==> src/sync_slave_serial_port_consts.svh <==
// Register offsets, field positions and reset values of the serial port
`ifndef SYNC_SLAVE_SERIAL_PORT_CONSTS_SVH
`define SYNC_SLAVE_SERIAL_PORT_CONSTS_SVH

`define CORE_INT_CTRL_OFS 8'h00
`define PERIPH_INT_EN_OFS 8'h04
`define PERIPH_INT_FLAG_OFS 8'h08
`define RX_STAT_CTRL_OFS 8'h0c
`define PORT_C_DIR_OFS 8'h10
`define TX_DATA_BUF_OFS 8'h14
`define TX_STAT_CTRL_OFS 8'h18
`define RX_DATA_BUF_OFS 8'h1c

`define GLOBAL_INT_EN_BIT 7
`define PERIPH_INT_EN_BIT 6
`define RX_INT_EN_BIT 5
`define TX_INT_EN_BIT 4
`define RX_FLAG_BIT 5
`define TX_FLAG_BIT 4

`define PORT_EN_BIT 7
`define RX_NINE_EN_BIT 6
`define SINGLE_RX_BIT 5
`define CONT_RX_BIT 4
`define ADDR_DET_BIT 3
`define OVERRUN_BIT 1
`define RX_NINTH_BIT 0

`define CLK_SRC_BIT 7
`define TX_NINE_EN_BIT 6
`define TX_EN_BIT 5
`define SYNC_MODE_BIT 4
`define BAUD_HIGH_BIT 2
`define TX_SHIFT_EMPTY_BIT 1
`define TX_NINTH_BIT 0

`define CORE_INT_CTRL_RST 8'h00
`define PERIPH_INT_EN_RST 8'h00
`define PORT_C_DIR_RST 8'hff
`define RX_STAT_CTRL_RST 8'h00
`define TX_STAT_CTRL_RST 8'h02

`define CHAR_BITS_SHORT 4'h8
`define CHAR_BITS_LONG 4'h9
`define RX_FIFO_DEPTH 2

`endif

==> src/sync_slave_serial_port_pkg.sv <==
// Types shared by the serial port design
`default_nettype none
package sync_slave_serial_port_pkg;
  typedef enum logic [1:0] {
    TX_IDLE = 2'b00,
    TX_SHIFT = 2'b01
  } tx_state_t;
  typedef enum logic [1:0] {
    RX_OFF = 2'b00,
    RX_SHIFT = 2'b01,
    RX_OVERRUN = 2'b11
  } rx_state_t;
endpackage
`default_nettype wire

==> src/char_fifo.sv <==
// Small shift-down character buffer with registered head
`default_nettype none
module char_fifo #(
  parameter int WIDTH = 9,
  parameter int DEPTH = 2
) (
  input wire logic clk_i, // System clock
  input wire logic rst_i, // Synchronous reset
  input wire logic push_i, // Store data_i
  input wire logic [WIDTH-1:0] data_i, // Character in
  input wire logic pop_i, // Drop head
  output logic [WIDTH-1:0] head_o, // Oldest character
  output logic empty_o, // No character held
  output logic full_o // No room left
);
  localparam int CW = $clog2(DEPTH + 1);
  localparam logic [CW-1:0] DEPTH_C = CW'(DEPTH);
  logic [WIDTH-1:0] slot [DEPTH];
  logic [CW-1:0] count;
  logic do_pop;
  logic do_push;
  logic [CW-1:0] wr_idx;

  assign do_pop = pop_i && (count != '0);
  assign do_push = push_i && ((count != DEPTH_C) || do_pop);
  assign wr_idx = do_pop ? count - CW'(1) : count;
  assign head_o = slot[0];
  assign empty_o = (count == '0);
  assign full_o = (count == DEPTH_C);

  always_ff @(posedge clk_i) begin
    if (rst_i) begin
      count <= '0;
    end else if (do_push && !do_pop) begin
      count <= count + CW'(1);
    end else if (do_pop && !do_push) begin
      count <= count - CW'(1);
    end
  end

  for (genvar i = 0; i < DEPTH; i++) begin : g_slot
    localparam logic [CW-1:0] IDX = CW'(i);
    always_ff @(posedge clk_i) begin
      if (rst_i) begin
        slot[i] <= '0;
      end else if (do_push && wr_idx == IDX) begin
        slot[i] <= data_i;
      end else if (do_pop) begin
        slot[i] <= (i < DEPTH - 1) ? slot[(i + 1) % DEPTH] : slot[i];
      end
    end
  end
endmodule
`default_nettype wire

==> src/sync_slave_serial_port.sv <==
// Synchronous slave serial port with Wishbone register access
//
// Local design decisions: the Wishbone slave port and the address map.
`include "sync_slave_serial_port_consts.svh"
`default_nettype none
module sync_slave_serial_port (
  input wire logic clk_i, // System clock, 40 MHz
  input wire logic rst_i, // Synchronous reset, active high
  input wire logic wb_cyc_i, // Wishbone cycle
  input wire logic wb_stb_i, // Wishbone strobe
  input wire logic wb_we_i, // Wishbone write
  input wire logic [7:0] wb_adr_i, // Byte address
  input wire logic [3:0] wb_sel_i, // Byte lanes
  input wire logic [31:0] wb_dat_i, // Write data
  output logic [31:0] wb_dat_o, // Read data
  output logic wb_ack_o, // Wishbone acknowledge
  input wire logic link_clock_pin_i, // Clock pin level
  output logic link_clock_pin_o, // Clock pin drive value
  output logic link_clock_pin_oe_o, // Clock pin drive enable
  input wire logic link_data_pin_i, // Data pin level
  output logic link_data_pin_o, // Data pin drive value
  output logic link_data_pin_oe_o, // Data pin drive enable
  input wire logic sleep_i, // Core is sleeping
  output logic wake_o, // Wake the core
  output logic interrupt_o // Vector to service routine
);
  logic [7:0] core_interrupt_control;
  logic [7:0] peripheral_interrupt_enables;
  logic [7:0] port_c_direction;
  logic [7:3] rx_ctrl;
  logic [7:0] tx_ctrl;
  logic [2:0] clk_sync;
  logic [1:0] dat_sync;
  logic lead_edge;
  logic trail_edge;
  logic slave_mode;
  logic tx_mode;
  logic rx_mode;
  logic wb_req;
  logic wb_wr;
  logic [31:0] next_rd_data;
  sync_slave_serial_port_pkg::tx_state_t tx_state;
  sync_slave_serial_port_pkg::rx_state_t rx_state;
  logic [8:0] transmit_data_buffer;
  logic txbuf_full;
  logic [8:0] transmit_shift_register;
  logic [3:0] tx_left;
  logic tx_load;
  logic tx_end;
  logic wr_txbuf;
  logic [8:0] receive_shift_register;
  logic [3:0] rx_count;
  logic [3:0] rx_last;
  logic [8:0] next_rx_shift;
  logic rx_done;
  logic rx_push;
  logic rd_rxbuf;
  logic [8:0] rx_head;
  logic rx_empty;
  logic rx_full;
  logic transmit_buffer_empty_flag;
  logic receive_complete_flag;
  logic overrun_error_flag;
  logic pending;

  function automatic logic hit(input logic [7:0] adr, input logic [7:0] ofs);
    hit = (adr[7:2] == ofs[7:2]);
  endfunction

  // Pins are asynchronous to clk_i
  always_ff @(posedge clk_i) begin
    if (rst_i) begin
      clk_sync <= 3'h0;
      dat_sync <= 2'h0;
    end else begin
      clk_sync <= {clk_sync[1:0], link_clock_pin_i};
      dat_sync <= {dat_sync[0], link_data_pin_i};
    end
  end
  // Idle-low link clock: rising is leading, falling trailing
  assign lead_edge = clk_sync[1] && !clk_sync[2];
  assign trail_edge = !clk_sync[1] && clk_sync[2];

  assign slave_mode = rx_ctrl[`PORT_EN_BIT] && tx_ctrl[`SYNC_MODE_BIT] && !tx_ctrl[`CLK_SRC_BIT];
  assign rx_mode = slave_mode && rx_ctrl[`CONT_RX_BIT];
  assign tx_mode = slave_mode && tx_ctrl[`TX_EN_BIT]
    && !rx_ctrl[`CONT_RX_BIT] && !rx_ctrl[`SINGLE_RX_BIT];

  assign link_clock_pin_o = 1'b0;
  assign link_clock_pin_oe_o = 1'b0;
  assign link_data_pin_oe_o = tx_mode;

  // Wishbone slave, one wait state
  assign wb_req = wb_cyc_i && wb_stb_i && !wb_ack_o;
  assign wb_wr = wb_req && wb_we_i && wb_sel_i[0];
  assign wr_txbuf = wb_wr && hit(wb_adr_i, `TX_DATA_BUF_OFS);
  assign rd_rxbuf = wb_req && !wb_we_i && hit(wb_adr_i, `RX_DATA_BUF_OFS);

  always_ff @(posedge clk_i) begin
    if (rst_i) begin
      wb_ack_o <= 1'b0;
      wb_dat_o <= 32'h0;
    end else begin
      wb_ack_o <= wb_req;
      if (wb_req && !wb_we_i) begin
        wb_dat_o <= next_rd_data;
      end
    end
  end

  always_ff @(posedge clk_i) begin
    if (rst_i) begin
      core_interrupt_control <= `CORE_INT_CTRL_RST;
      peripheral_interrupt_enables <= `PERIPH_INT_EN_RST;
      port_c_direction <= `PORT_C_DIR_RST;
      rx_ctrl <= 5'(`RX_STAT_CTRL_RST >> 3);
      tx_ctrl <= `TX_STAT_CTRL_RST;
    end else if (wb_wr) begin
      if (hit(wb_adr_i, `CORE_INT_CTRL_OFS)) begin
        core_interrupt_control <= wb_dat_i[7:0];
      end else if (hit(wb_adr_i, `PERIPH_INT_EN_OFS)) begin
        peripheral_interrupt_enables <= wb_dat_i[7:0];
      end else if (hit(wb_adr_i, `PORT_C_DIR_OFS)) begin
        port_c_direction <= wb_dat_i[7:0];
      end else if (hit(wb_adr_i, `RX_STAT_CTRL_OFS)) begin
        rx_ctrl <= wb_dat_i[7:3];
      end else if (hit(wb_adr_i, `TX_STAT_CTRL_OFS)) begin
        tx_ctrl <= wb_dat_i[7:0];
      end
    end
  end

  always_comb begin
    next_rd_data = 32'h0;
    if (hit(wb_adr_i, `CORE_INT_CTRL_OFS)) begin
      next_rd_data[7:0] = core_interrupt_control;
    end else if (hit(wb_adr_i, `PERIPH_INT_EN_OFS)) begin
      next_rd_data[7:0] = peripheral_interrupt_enables;
    end else if (hit(wb_adr_i, `PERIPH_INT_FLAG_OFS)) begin
      next_rd_data[`RX_FLAG_BIT] = receive_complete_flag;
      next_rd_data[`TX_FLAG_BIT] = transmit_buffer_empty_flag;
    end else if (hit(wb_adr_i, `RX_STAT_CTRL_OFS)) begin
      next_rd_data[7:3] = rx_ctrl;
      next_rd_data[`OVERRUN_BIT] = overrun_error_flag;
      next_rd_data[`RX_NINTH_BIT] = rx_head[8];
    end else if (hit(wb_adr_i, `PORT_C_DIR_OFS)) begin
      next_rd_data[7:0] = port_c_direction;
    end else if (hit(wb_adr_i, `TX_STAT_CTRL_OFS)) begin
      next_rd_data[7:0] = tx_ctrl;
      next_rd_data[3] = 1'b0;
      next_rd_data[`TX_SHIFT_EMPTY_BIT] = (tx_state == sync_slave_serial_port_pkg::TX_IDLE);
    end else if (hit(wb_adr_i, `RX_DATA_BUF_OFS)) begin
      next_rd_data[7:0] = rx_head[7:0];
    end
  end

  // Transmit holding buffer; a write in the load cycle still lands
  assign tx_load = tx_mode && txbuf_full && (tx_state == sync_slave_serial_port_pkg::TX_IDLE);
  always_ff @(posedge clk_i) begin
    if (rst_i) begin
      transmit_data_buffer <= 9'h0;
      txbuf_full <= 1'b0;
    end else if (wr_txbuf) begin
      transmit_data_buffer <= {tx_ctrl[`TX_NINTH_BIT], wb_dat_i[7:0]};
      txbuf_full <= 1'b1;
    end else if (tx_load) begin
      txbuf_full <= 1'b0;
    end
  end
  assign transmit_buffer_empty_flag = !txbuf_full;

  assign tx_end = (tx_state == sync_slave_serial_port_pkg::TX_SHIFT) && trail_edge && (tx_left == 4'h1);
  // Leaving transmit mode drops a partial character
  always_ff @(posedge clk_i) begin
    if (rst_i || !tx_mode) begin
      tx_state <= sync_slave_serial_port_pkg::TX_IDLE;
      transmit_shift_register <= 9'h0;
      tx_left <= 4'h0;
      link_data_pin_o <= 1'b0;
    end else begin
      case (tx_state)
        sync_slave_serial_port_pkg::TX_IDLE: begin
          if (tx_load) begin
            transmit_shift_register <= transmit_data_buffer;
            tx_left <= tx_ctrl[`TX_NINE_EN_BIT] ? `CHAR_BITS_LONG : `CHAR_BITS_SHORT;
            link_data_pin_o <= transmit_data_buffer[0];
            tx_state <= sync_slave_serial_port_pkg::TX_SHIFT;
          end
        end
        default: begin
          if (lead_edge) begin
            link_data_pin_o <= transmit_shift_register[0];
          end
          if (trail_edge) begin
            transmit_shift_register <= transmit_shift_register >> 1;
            tx_left <= tx_left - 4'h1;
            if (tx_left == 4'h1) begin
              tx_state <= sync_slave_serial_port_pkg::TX_IDLE;
            end
          end
        end
      endcase
    end
  end

  // Receiver; the single-receive bit has no effect here
  assign rx_last = rx_ctrl[`RX_NINE_EN_BIT] ? `CHAR_BITS_LONG : `CHAR_BITS_SHORT;
  assign next_rx_shift = {dat_sync[1], receive_shift_register[8:1]};
  assign rx_done = (rx_state == sync_slave_serial_port_pkg::RX_SHIFT) && trail_edge
    && (rx_count + 4'h1 == rx_last);
  // A read in the completing cycle frees a slot, so that is no overrun
  assign rx_push = rx_done && (!rx_full || rd_rxbuf);
  always_ff @(posedge clk_i) begin
    if (rst_i || !rx_mode) begin
      rx_state <= sync_slave_serial_port_pkg::RX_OFF;
      receive_shift_register <= 9'h0;
      rx_count <= 4'h0;
    end else begin
      case (rx_state)
        sync_slave_serial_port_pkg::RX_OFF: begin
          rx_state <= sync_slave_serial_port_pkg::RX_SHIFT;
        end
        sync_slave_serial_port_pkg::RX_SHIFT: begin
          if (trail_edge) begin
            receive_shift_register <= next_rx_shift;
            rx_count <= rx_done ? 4'h0 : rx_count + 4'h1;
            if (rx_done && rx_full && !rd_rxbuf) begin
              rx_state <= sync_slave_serial_port_pkg::RX_OVERRUN;
            end
          end
        end
        default: begin
          rx_state <= sync_slave_serial_port_pkg::RX_OVERRUN;
        end
      endcase
    end
  end
  assign overrun_error_flag = (rx_state == sync_slave_serial_port_pkg::RX_OVERRUN);

  char_fifo #(
    .WIDTH(9),
    .DEPTH(`RX_FIFO_DEPTH)
  ) u_rx_fifo (
    .clk_i(clk_i),
    .rst_i(rst_i),
    .push_i(rx_push),
    .data_i(rx_ctrl[`RX_NINE_EN_BIT] ? next_rx_shift : {1'b0, next_rx_shift[8:1]}),
    .pop_i(rd_rxbuf),
    .head_o(rx_head),
    .empty_o(rx_empty),
    .full_o(rx_full)
  );
  assign receive_complete_flag = !rx_empty;

  assign pending = core_interrupt_control[`PERIPH_INT_EN_BIT]
    && ((peripheral_interrupt_enables[`TX_INT_EN_BIT] && transmit_buffer_empty_flag)
    || (peripheral_interrupt_enables[`RX_INT_EN_BIT] && receive_complete_flag));
  assign wake_o = sleep_i && pending;
  assign interrupt_o = pending && core_interrupt_control[`GLOBAL_INT_EN_BIT];
endmodule
`default_nettype wire

==> config.mk <==
export PLATFORM = sky130hd
export DESIGN_NAME = sync_slave_serial_port
export DESIGN_NICKNAME = d
export VERILOG_FILES = /design/src/sync_slave_serial_port_pkg.sv /design/src/char_fifo.sv /design/src/sync_slave_serial_port.sv
export VERILOG_INCLUDE_DIRS = /design/src /design/src/src
export SDC_FILE = /design/constraint.sdc
export NUM_CORES = 1
export LEC_CHECK = 0
export BUFFER_PORTS_ARGS = -buffer_cell sky130_fd_sc_hd__buf_2
export CAP_MARGIN = 20
export CORE_MARGIN = 10
export CORE_UTILIZATION = 40
export DETAILED_ROUTE_END_ITERATION = 7
export GPL_TIMING_DRIVEN = 1
export SYNTH_ARGS = -nofsm -noshare
export SYNTH_HDL_FRONTEND = slang
export SYNTH_HIERARCHICAL = 1
export SYNTH_SLANG_ARGS = --single-unit
==> constraint.sdc <==
create_clock -name clk_i -period 2.65 [get_ports clk_i]
set_input_delay 0.1325 -clock clk_i [delete_from_list [all_inputs] [get_ports clk_i]]
set_output_delay 0.1325 -clock clk_i [all_outputs]
set_load 0.05 [all_outputs]
==> impl_summary.md, run 1 <==
Routing
The via count is 4,290. The number of antenna-violating nets in the routed design is 0. In the final routed layout, each cell accounts on average for 16.9 um. The total wirelength of the detailed-routed design is 13.5 mm. The DRC violation count after routing is 0. Using the TritonRoute via totals, the vias-per-cell ratio works out to 5.38. For this run, the detailed router's first-pass iteration total came to 5. The initial DRC count is 337.

Setup path
The element type at the critical path end is a flip-flop. The critical path goes through ha_1 -> xnor2_1 -> nand3_1 -> or3_1 -> nor2b_4 -> nor4b_4 -> buf_4 -> nand3_1 -> a31oi_1. Of all nets on the critical path, the largest fanout is 9.

At the worst endpoint, the required time is 2840 ps. The arrival time at the worst endpoint is 2580 ps. Among the stages of the critical path, the cell type that occurs most often is sky130_fd_sc_hd__nand3_1. The largest single stage delay on the critical path is 400 ps. The master of the slowest instance on the critical path is sky130_fd_sc_hd__or3_1.

The element type at the critical path start is a flip-flop. The number of cells on the worst reg-to-reg path is 9. The startpoint-to-endpoint class of the critical path is reg2reg.

STA
The worst hold-check slack is 58.3 ps. Setup repair after global routing left no endpoint under its margin. At the pin with the least slew margin, the transition time is 699 ps. For the final routed database, the setup TNS stands at 0 ps. The maximum clock rate is 419 MHz. Setup violations remaining at the end of the flow were counted as 0. After layout, the minimum clock period comes to 2390 ps. The worst slew margin relative to its limit is 53.2%. The number of pins with negative max-slew slack in the final report is 0. The clock tree skew after final layout is 8.06 ps. In the finished design, the share of the clock period the worst path needs comes to 90.1%. The number of failing hold endpoints at the final stage is 0.

Die
The die extent in x is 137 um. The region available for standard cell placement spans 13,400 um^2. The full die area is 18,900 um^2. The die outline height is 137 um. The initialized floorplan defines 42 standard-cell rows. The initial cell density of the core is 41.2%. In this run the count of I/O pins placed on the die edge is 91.

GRT
The first global-routing pass estimated 21.2 mm of wire. After global routing the overflow that remains totals 0. Entering global routing, the biggest net connects 57 pins.

The number of antenna violations at the first check in global routing is 0. The via count of the first global-routing pass is 4,082. The global-route usage over all layers is 14.2%.

Cells and area
The finished cells cover 6130 um^2. The ratio of cells with drive above 1 in the final layout is 15.9%. The number of fillers in the final layout is 1,295. For this run, the post-layout net count is 674. The antenna diode instance count is 0. For this run, the number of standard cells in the final layout without fillers is 797. Relative to the synthesized area, the layout overhead comes to 11.0%. The sequential cells in the finished layout cover a total of 2340 um^2. The area of combinational cells with multiple inputs is 2860 um^2.

Hold path
Along the worst hold path, the cell count comes to 3. The tightest min-delay check is of the in2reg type.

Clock network
Counting the buffers created by CTS gives 9. The buffer depth of the longest clock path is 2. Clock-pin slew was measured on the worst setup and hold paths at 80 ps.

The level count of the clock H-tree is 3. The clock insertion delay at the later pin of the skew report is 360 ps. The number of sinks handled by clock tree synthesis is 108.

The library cell used as clock root buffer is sky130_fd_sc_hd__clkbuf_16. TritonCTS built the clock tree. After clock tree synthesis, the setup repair step added 0 buffers.

Synthesis
The share of the synthesized area in the top cell type is 32.7%. The count of cell types in the netlist is 67. Counting flops with a built-in enable in the synthesized netlist gives 18.

The biggest area contributor in the post-synthesis netlist is sky130_fd_sc_hd__dfxtp_1. After synthesis, the mean cell area works out to 9.45 um^2. The post-synthesis instance total is 584. The flip-flop cell with the highest count after synthesis is sky130_fd_sc_hd__dfxtp_1. The cell area after technology mapping is 5520 um^2. The Yosys step of the flow raised 6 warnings. Counting flops and latches in the post-synthesis netlist gives 108. Counting instances in the post-synthesis netlist gives the leading cell types as sky130_fd_sc_hd__dfxtp_1, sky130_fd_sc_hd__nor2_1, sky130_fd_sc_hd__mux2i_1, sky130_fd_sc_hd__nand2_1, sky130_fd_sc_hd__nand3b_1.

The portion of the post-synthesis area used by sequential elements is 42.4%. Counting flops with an async set or reset pin after synthesis yields a share of 0%. Among all cell types in the netlist, the one instantiated most often is sky130_fd_sc_hd__dfxtp_1.

Yosys attributes the largest share of cell area to sky130_fd_sc_hd__dfxtp_1, sky130_fd_sc_hd__edfxtp_1, sky130_fd_sc_hd__mux2i_1, sky130_fd_sc_hd__nand3b_1, sky130_fd_sc_hd__buf_4.

Placement
During placement, the flow inserted port buffers numbering 35. The instance count after placement with tap cells included is 779. The placed instance area is 5800 um^2. The congestion estimate from routability-driven global placement came to 0.870.

The HPWL after detailed placement is 9.76 mm.

Power
The power consumption is 3.27 mW. VDD sags by at most 415 uV. Summed over all cells, the static leakage comes to 2.23 nW. The power density over the cells is 534 nW/um^2.

Status
The run finished with clean final reports.

Flow run
The number of violations of the max-capacitance limit is 0.
## path summary, 6_finish.rpt
kind	start	end	slack (ps)
max reg2reg	rx_count[0]$_SDFFE_PP0P_	u_rx_fifo/slot[0][5]$_DFFE_PP_	260
max	rx_count[0]$_SDFFE_PP0P_	u_rx_fifo/slot[0][5]$_DFFE_PP_	260
min reg2reg	clk_sync[0]$_SDFF_PP0_	clk_sync[1]$_SDFF_PP0_	440
min	wb_dat_i[2]	tx_ctrl[2]$_SDFFE_PP0P_	60
## flip-flops by register name, indices dropped and copies added, names as in the netlist, 2 cells and up
signal	flops
u_rx_fifo/slot	18
transmit_data_buffer	9
transmit_shift_register	9
core_interrupt_control	8
peripheral_interrupt_enables	8
port_c_direction	8
receive_shift_register	8
wb_dat_o	8
tx_ctrl	6
rx_ctrl	5
rx_count	4
tx_left	4
clk_sync	3
dat_sync	2
rx_state	2
u_rx_fifo/count	2
## cell usage in the layout, fill, tap and decap left out, drive strengths merged, types with 6 or more instances in the layout
cell type,Yosys,final
dfxtp,90,90
buf,45,56
nor2,41,41
mux2i,37,37
nand2,34,34
nand3b,29,29
conb,1,26
nand3,24,24
and2,22,22
nand2b,20,20
a21oi,20,20
nor2b,20,20
o21ai,18,18
edfxtp,18,18
inv,12,17
a31oi,16,16
mux2,12,12
clkbuf,17,9
a211oi,9,9
a211o,8,8
nor3,8,8
or3,7,7
ha,6,6
## metal layers
metal	vias up	wire (um)	part of all wire, %	global-route usage (%)
li1	2099	-	-	-
met5	-	0	0	0
met1	2065	5940	44	17.0
met2	116	6390	48	23.8
met4	0	163	1.2	4.27
met3	10	960	7.1	4.15
## logic make-up after synthesis
family | Yosys count | share of synthesized area (%)
simple gates | 236 | 25.0
fa+ha+maj | 6 | 1.36
buf+inv | 74 | 7.69
flops | 108 | 42.4
mux | 49 | 9.16
other cells | 1 | 0.0680
compound gates | 102 | 13.0
xor+xnor | 8 | 1.27
## stage by stage
| step | setup WS (ps) | utilization (%) |
|---|---|---|
| after floorplan | 229 | - |
| after global placement | 202 | 43.3 |
| after detailed placement | 100 | 43.3 |
| after CTS | 88.8 | 45.6 |
| after global routing | 54.2 | 45.7 |
| final | 262 | 45.7 |
## worst max-delay path: cells and delay by family, from the launching register on
| kind | cells | cell delay (ps) |
|---|---|---|
| xor+xnor | 1 | 180 |
| compound gates | 1 | 220 |
| buf+inv | 1 | 210 |
| flops | 1 | 350 |
| fa+ha+maj | 1 | 240 |
| simple gates | 5 | 1010 |
## area by class of cell
cell class,instances,area share [%]
multi-input combinational,427,46.7
sequential,108,38.2
timing repair buffer,58,5.96
clock buffer,9,3.68
tap,176,3.59
clock inverter,7,1.10
inverter,12,0.735
## timing repair
action                     in CTS  in global routing
gates resized for setup         0                  3
hold buffers                    2                  0
hold endpoints to repair        2                  0
setup endpoints to repair       0                 10
## power breakdown
group / switching (mW) / total, mW / internal, mW / leakage [nW]
Combinational: 0.186 / 0.246 / 0.0604 / 1.18
Sequential: 0.00730 / 1.69 / 1.68 / 0.906
Clock: 0.669 / 1.34 / 0.668 / 0.148
Total: 0.862 / 3.27 / 2.41 / 2.23
No activity file was read; power rests on OpenSTA's default activity.
==> run 2, diff against run 1 <==
==> constraint.sdc (replaced) <==
create_clock -name clk_i -period 2.2 [get_ports clk_i]
set_input_delay 0.11 -clock clk_i [delete_from_list [all_inputs] [get_ports clk_i]]
set_output_delay 0.11 -clock clk_i [all_outputs]
set_load 0.05 [all_outputs]
==> run 2 against run 1 <==
Effect of this change:
- the flow now finishes with violations (negative setup slack)
- cell area rose by 3.9%
- flip-flop and latch count did not move
- clock skew up 2.7 ps
- non-clock buffer count rose by 16
- global-route usage increased by 0.46 points
- clock power is 19% higher
- sequential share of layout area is 1.3 points lower
==> impl_summary.md, run 2 (synthesis gave the netlist of run 1 again) <==
Clock network
The buffer depth of the longest clock path was 2 (unchanged). The level count of the clock H-tree is 3 (unchanged). The clock transition time at the flip-flop clock pins of the worst setup and hold paths came to 80 ps (about the same). The number of sinks handled by clock tree synthesis is 108 (unchanged). The tree is rooted in a sky130_fd_sc_hd__clkbuf_16. The clock insertion delay at the later pin of the skew report is 360 ps (about the same). TritonCTS built the clock tree.

The number of buffers inserted during clock tree synthesis is 9 (unchanged).

Power
The power density over the cells is 614 nW/um^2 (+15%). The power consumption is 3.91 mW (+20%). The static leakage came to 2.31 nW (+3.5%).

The largest vdd supply drop came to 356 uV (-14%).

Setup path
Among the stages of the critical path, the cell type that occurs most often is sky130_fd_sc_hd__nand3_2. The arrival time at the worst endpoint is 2420 ps (-160 ps). STA classifies the critical path endpoint as a flip-flop.

The critical path goes through ha_4 -> xnor2_4 -> nand3_2 -> or3_4 -> nor2b_4 -> nor4b_4 -> buf_6 -> nand3_2 -> a31oi_1. The stage delay of the slowest cell on the critical path is 410 ps (about the same). The critical path in this run is classified as reg2reg.

The worst setup path is launched from a flip-flop. The master of the slowest instance on the critical path is sky130_fd_sc_hd__or3_4. The data required time at the worst endpoint was 2380 ps (-460 ps). The maximum fanout along the worst path is 5 (-4).

Cells and area
The area of all placed cells without fillers was 6370 um^2 (+3.9%). Relative to the synthesized area, the layout overhead comes to 15.4%. The largest registers in the layout are u_rx_fifo/slot: 18 flops, transmit_data_buffer: 9 flops, transmit_shift_register: 9 flops. The layout net count is 690 (+2.4%). The register ranked first by flip-flop count is u_rx_fifo/slot. The ratio of cells with drive above 1 in the final layout is 21.2% (+5.3 points). The top cell types in the final layout, fill and taps aside, are sky130_fd_sc_hd__dfxtp_1, sky130_fd_sc_hd__nor2_1, sky130_fd_sc_hd__mux2i_1, sky130_fd_sc_hd__buf_2, sky130_fd_sc_hd__nand2_1. The flip-flop count of the largest register, all copies and words added was 18 (unchanged). The commonest non-fill, non-tap cell in the layout is sky130_fd_sc_hd__dfxtp_1.

The antenna diode instance count came to 0 (unchanged). The number of fillers in the final layout is 1,291 (-0.31%).

Placement
The placed instance area is 5920 um^2 (+2.0%). The routability congestion estimate is 0.898 (+3.2%). The detailed placer's ending HPWL was 10.1 mm (+3.6%). The number of port buffers is 35 (unchanged). The worst-case setup slack after placement is -26.9 ps (-127 ps).

GRT
The number of antenna violations at the first check in global routing came to 0 (unchanged). The maximum number of pins on one net before global-route repair is 37 (-35%). The global-route wire length before repair is 22.0 mm (+4.0%). The total congestion overflow was 0 (unchanged).

The via count of the first global-routing pass is 4,284 (+4.9%). The global-route usage over all layers is 14.6% (+0.46 points).

STA
The number of failing hold endpoints at the final stage is 0 (unchanged). The number of pins with negative max-slew slack in the final report is 0 (unchanged). The final period demand of the worst path is 2240 ps (-146 ps). The worst slew margin relative to its limit came to 52.6% (-0.60 points). The clock tree skew after final layout is 10.8 ps (+2.69 ps). The worst hold-check slack is 39.1 ps (-19.2 ps). The share of the clock period used by the worst path is 102% (+12 points). The least setup slack across all paths after layout is -42.1 ps (-304 ps). Setup repair after global routing could not meet its margin everywhere. The slew at the pin closest to its max-slew limit is 708 ps (+8.99 ps).

The maximum clock rate came to 446 MHz (+6.5%). The setup TNS is -335 ps (-335 ps). The number of failing setup endpoints in the final timing report is 20 (+20).

Die
The placeable core region was 13,400 um^2 (unchanged). The full die area came to 18,900 um^2 (unchanged). The number of placed I/O pins came to 91 (unchanged). The total number of placement rows is 42 (unchanged). The die extent in x was 137 um (unchanged).

The initial cell density of the core is 41.2% (unchanged). The die outline height is 137 um (unchanged).

Hold path
The tightest min-delay check is of the in2reg type.

Status
The checks that failed: negative setup slack. The run finished, with violations left.

Routing
The routed wirelength normalized by instance count is 17.1 um (+1.6%). The initial DRC count is 318 (-5.6%). The DRC violation count after routing is 0 (unchanged). The total wirelength of the detailed-routed design is 13.9 mm (+3.6%). The number of antenna-violating nets in the routed design is 0 (unchanged).

The number of detailed-route iterations in the first pass is 5 (unchanged). The via count came to 4,391 (+2.4%). The routed via count divided by cell count is 5.40 (+0.34%).

Flow run
The number of violations of the max-capacitance limit is 0 (unchanged).
==> run 2: metal layers <==
layer | GRT usage [%] | routed length, um | up-vias
met5 | 0 | 0 | -
met4 | 6.03 | 278 | 0
met2 | 24.4 | 6670 | 131
li1 | - | - | 2145
met1 | 18.1 | 6180 | 2094
met3 | 2.77 | 814 | 21
==> run 2: final cells by class <==
type	instances	area (um^2)	share of cell area, %
well taps	176	220	3.46
inverters	12	45.0	0.707
repair buffers	74	497	7.80
flip-flops and latches	108	2350	36.9
multi-input cells	427	2970	46.6
clock buffers	10	229	3.60
clock inverters	6	58.8	0.923
==> run 2: through the flow <==
| step | utilization (%) | std cells |
|---|---|---|
| after floorplan | - | 609 |
| after global placement | 44.2 | 789 |
| after detailed placement | 44.2 | 789 |
| after CTS | 47.0 | 811 |
| after global routing | 47.5 | 813 |
| final | 47.5 | 813 |
==> run 2: repair_timing <==
action | 4_1_cts | 5_1_grt
setup endpoints to repair | 20 | 38
hold buffers | 2 | 0
pin swaps | 15 | 8
gates resized for setup | 11 | 12
hold endpoints to repair | 2 | 0
setup buffers | 3 | 2
cloned | 1 | 0
==> run 2: worst paths after layout <==
kind,from,end,slack [ps],depth (start not counted)
min reg2reg,dat_sync[0]$_SDFF_PP0_,dat_sync[1]$_SDFF_PP0_,440,1
max reg2reg,rx_count[0]$_SDFFE_PP0P_,u_rx_fifo/slot[0][1]$_DFFE_PP_,-40,9
max,rx_count[0]$_SDFFE_PP0P_,u_rx_fifo/slot[0][1]$_DFFE_PP_,-40,9
min,wb_dat_i[2],tx_ctrl[2]$_SDFFE_PP0P_,40,3
==> run 2: report_power, final <==
group / total, mW / internal [mW] / switching (mW)
logic: 0.295 / 0.0723 / 0.223
registers: 2.03 / 2.02 / 0.00787
clock network: 1.59 / 0.794 / 0.795
total: 3.91 / 2.89 / 1.03
==> run 2: worst max-delay path: cells and delay by family (launching register included) <==
family / cells / cell delay, ps
fa+ha+maj: 1 / 180
flops: 1 / 370
compound gates: 1 / 180
simple gates: 5 / 1030
xor+xnor: 1 / 140
buf+inv: 1 / 180
==> run 3, diff against run 2 <==
==> constraint.sdc (replaced) <==
create_clock -name clk_i -period 2.2 [get_ports clk_i]
set_input_delay 0.22 -clock clk_i [delete_from_list [all_inputs] [get_ports clk_i]]
set_output_delay 0.22 -clock clk_i [all_outputs]
set_load 0.05 [all_outputs]
==> run 3 against run 2 <==
Effect of this change:
- the flow still finishes with violations (negative setup slack)
- count of clock-buffer cells in the layout is the same
- combinational power about the same
- critical path depth is the same
- first-iteration DRC count up 4.7%
- clock skew down 4.1 ps
- highest routed layer unchanged
==> impl_summary.md, run 3 (synthesis gave the netlist of run 1 again) <==
Cells and area
The number of fillers in the final layout is 1,287 (-0.31%). The flip-flop count of the largest register, all copies and words added is 18 (unchanged). The top cell types in the final layout, fill and taps aside, are sky130_fd_sc_hd__dfxtp_1, sky130_fd_sc_hd__nor2_1, sky130_fd_sc_hd__mux2i_1, sky130_fd_sc_hd__buf_4, sky130_fd_sc_hd__buf_2.

The largest registers in the layout are u_rx_fifo/slot: 18 flops, transmit_data_buffer: 9 flops, transmit_shift_register: 9 flops. The area of combinational cells with multiple inputs is 2970 um^2 (about the same). The commonest non-fill, non-tap cell in the layout is sky130_fd_sc_hd__dfxtp_1. The ratio of cells with drive above 1 in the final layout is 21.3% (+0.067 points). The area of all placed cells without fillers is 6340 um^2 (-0.45%). The layout net count is 688 (-0.29%). The register with the most flip-flops in the final layout is u_rx_fifo/slot.

The number of non-filler instances in the completed layout is 811 (-0.25%). The antenna diode instance count came to 0 (unchanged). Relative to the synthesized area, the layout overhead comes to 14.9%. The sequential cell area came to 2350 um^2 (about the same).

Routing
The via count came to 4,354 (-0.84%). The initial DRC count came to 333 (+4.7%). The number of antenna-violating nets in the routed design is 0 (unchanged).

The DRC violation count after routing was 0 (unchanged). The routed via count divided by cell count was 5.37 (-0.60%). The number of detailed-route iterations in the first pass is 5 (unchanged). The total wirelength of the detailed-routed design was 13.6 mm (-2.2%).

The routed wirelength normalized by instance count came to 16.8 um (-2.0%).

Clock network
The clock insertion delay at the later pin of the skew report is 360 ps (about the same). The number of sinks handled by clock tree synthesis came to 108 (unchanged). The number of buffers inserted during clock tree synthesis was 9 (unchanged).

The library cell used as clock root buffer is sky130_fd_sc_hd__clkbuf_16. The clock tree from TritonCTS is yes. The clock transition time at the flip-flop clock pins of the worst setup and hold paths is 70 ps (about the same). The buffer depth of the longest clock path is 2 (unchanged). The level count of the clock H-tree was 3 (unchanged).

Setup path
The most critical setup path has its startpoint at rx_count[0]$_SDFFE_PP0P_. The arrival time at the worst endpoint is 2450 ps (+30 ps). The startpoint identified for the worst register-to-register timing path is rx_count[0]$_SDFFE_PP0P_. The startpoint-to-endpoint class of the critical path is reg2reg. The element type at the critical path start is a flip-flop. The data required time at the worst endpoint is 2380 ps (about the same). The element type at the critical path end is a flip-flop.

The most prevalent standard cell on the critical path is sky130_fd_sc_hd__nand3_2. The maximum fanout along the worst path is 5 (unchanged). The stage delay of the slowest cell on the critical path is 410 ps (about the same). On the critical path, the stage with the largest delay is an instance of sky130_fd_sc_hd__or3_4. The critical path goes through ha_4 -> xnor2_2 -> nand3_2 -> or3_4 -> nor2b_4 -> nor4b_4 -> buf_4 -> nand3_2 -> a31oi_1.

Power
The switching power share of the total is 25.8% (-0.44 points). The internal portion of total power came to 2.91 mW (+0.83%). The proportion of power drawn by flip-flops and latches is 51.7% (-0.2 points). The combinational cell fraction of total power is 7.5% (about the same). The static leakage is 2.30 nW (-0.46%). The clock network fraction of total power is 40.8% (+0.2 points). The power density over the cells is 619 nW/um^2 (+0.69%). The power consumption is 3.92 mW (+0.23%). The switching power of the nets came to 1.01 mW (-1.5%). The largest vdd supply drop was 403 uV (+13%).

Placement
The instance count after placement with tap cells included is 791 (+0.25%). The routability congestion estimate is 0.882 (-1.8%). The detailed placer's ending HPWL was 9.91 mm (-1.9%).

The placed instance area was 5940 um^2 (+0.25%). The number of port buffers is 35 (unchanged).

GRT
The via count of the first global-routing pass was 4,162 (-2.8%). The total congestion overflow is 0 (unchanged). The number of antenna violations at the first check in global routing is 0 (unchanged). The global-route usage over all layers was 14.3% (-0.28 points). The global-route wire length before repair was 21.6 mm (-2.2%). The maximum number of pins on one net before global-route repair is 37 (unchanged).

STA
The maximum clock rate is 441 MHz (-1.1%). The number of failing hold endpoints at the final stage was 0 (unchanged). The worst slew margin relative to its limit was 55.3% (+2.7 points). The least setup slack across all paths after layout is -66.8 ps (-24.6 ps). The final period demand of the worst path is 2270 ps (+24.6 ps). Setup repair after global routing could not meet its margin everywhere. The number of failing setup endpoints in the final timing report is 27 (+35%). The number of pins with negative max-slew slack in the final report is 0 (unchanged). The clock tree skew after final layout is 6.65 ps (-4.10 ps).

The slew at the pin closest to its max-slew limit is 670 ps (-38.0 ps). The share of the clock period used by the worst path is 103% (+1.1 points). The setup TNS is -750 ps (-415 ps).

Hold path
The kind of path behind the tightest hold check is in2reg. The launch instance of the worst min-delay path is link_clock_pin_i.

Die
The total number of placement rows is 42 (unchanged). The number of placed I/O pins is 91 (unchanged). The die extent in x is 137 um (unchanged). The initial cell density of the core was 41.2% (unchanged). The die outline height is 137 um (unchanged). The full die area came to 18,900 um^2 (unchanged). The placeable core region is 13,400 um^2 (unchanged).

Status
The run finished, with violations left. The final reports fail on negative setup slack.

Flow run
The number of violations of the max-capacitance limit is 0 (unchanged).
[run 3: cell count changes in the layout (fill, tap and decap cells not counted), moves of 2 or more]
cell and change:
sky130_fd_sc_hd__a31oi_1 -4, sky130_fd_sc_hd__a31oi_2 +3, sky130_fd_sc_hd__buf_4 +2, sky130_fd_sc_hd__buf_6 -2, sky130_fd_sc_hd__dlygate4sd3_1 -2
[run 3: critical path, delay by kind of cell (launching register included)]
family	cells	cell delay, ps
AOI/OAI and AO/OA	1	180
buffers and inverters	1	200
and+or+nand+nor	5	1010
adders and majority gates	1	170
xor gates and xnor gates	1	150
DFF	1	370
[run 3: layout make-up]
| cell class | instances | area share (%) |
|---|---|---|
| Clock buffer | 10 | 3.77 |
| Clock inverter | 6 | 0.809 |
| Inverter | 12 | 0.710 |
| Multi-Input combinational cell | 427 | 46.8 |
| Sequential cell | 108 | 37.0 |
| Tap cell | 176 | 3.47 |
| Timing Repair Buffer | 72 | 7.40 |
[run 3: what timing repair did]
action,4_1_cts,5_1_grt
pin swaps,15,2
hold buffers,0,0
setup endpoints to repair,17,38
buffers inserted,2,1
hold endpoints to repair,0,0
gates resized for setup,11,7
cloned,1,0
[run 3: per-layer routing]
| layer | global-route usage, % | vias to the layer above | wire length [um] |
|---|---|---|---|
| li1 | - | 2137 | - |
| met1 | 17.6 | 2066 | 6020 |
| met2 | 23.8 | 128 | 6460 |
| met3 | 3.61 | 23 | 876 |
| met4 | 5.15 | 0 | 279 |
| met5 | 0 | - | 0 |
[run 3: path summary, 6_finish.rpt]
kind	endpoint	cells after the start	slack, ps
max	u_rx_fifo/slot[0][3]$_DFFE_PP_	9	-70
min	clk_sync[0]$_SDFF_PP0_	2	70
max reg2reg	u_rx_fifo/slot[0][3]$_DFFE_PP_	9	-70
min reg2reg	clk_sync[1]$_SDFF_PP0_	1	440
[run 3: through the flow]
step | hold WS [ps] | setup WS, ps | utilization [%]
6_report | 67.4 | -66.8 | 47.3
5_1_grt | 76.0 | -154 | 47.3
4_1_cts | 60.5 | -35.3 | 47.0
3_5_place_dp | 427 | -34.8 | 44.3
3_3_place_gp | 424 | 5.82 | 44.3
2_1_floorplan | 348 | 4.83 | -
[run 3: power by group through the flow]
stage / clock network, mW / registers, mW / logic (mW)
final: 1.60 / 2.03 / 0.294
after global routing: 1.73 / 2.03 / 0.312
after CTS: 1.64 / 2.03 / 0.290
after detailed placement: 0 / 2.08 / 0.289
after global placement: 0 / 2.08 / 0.288
after floorplan: 0 / 2.08 / 0.243
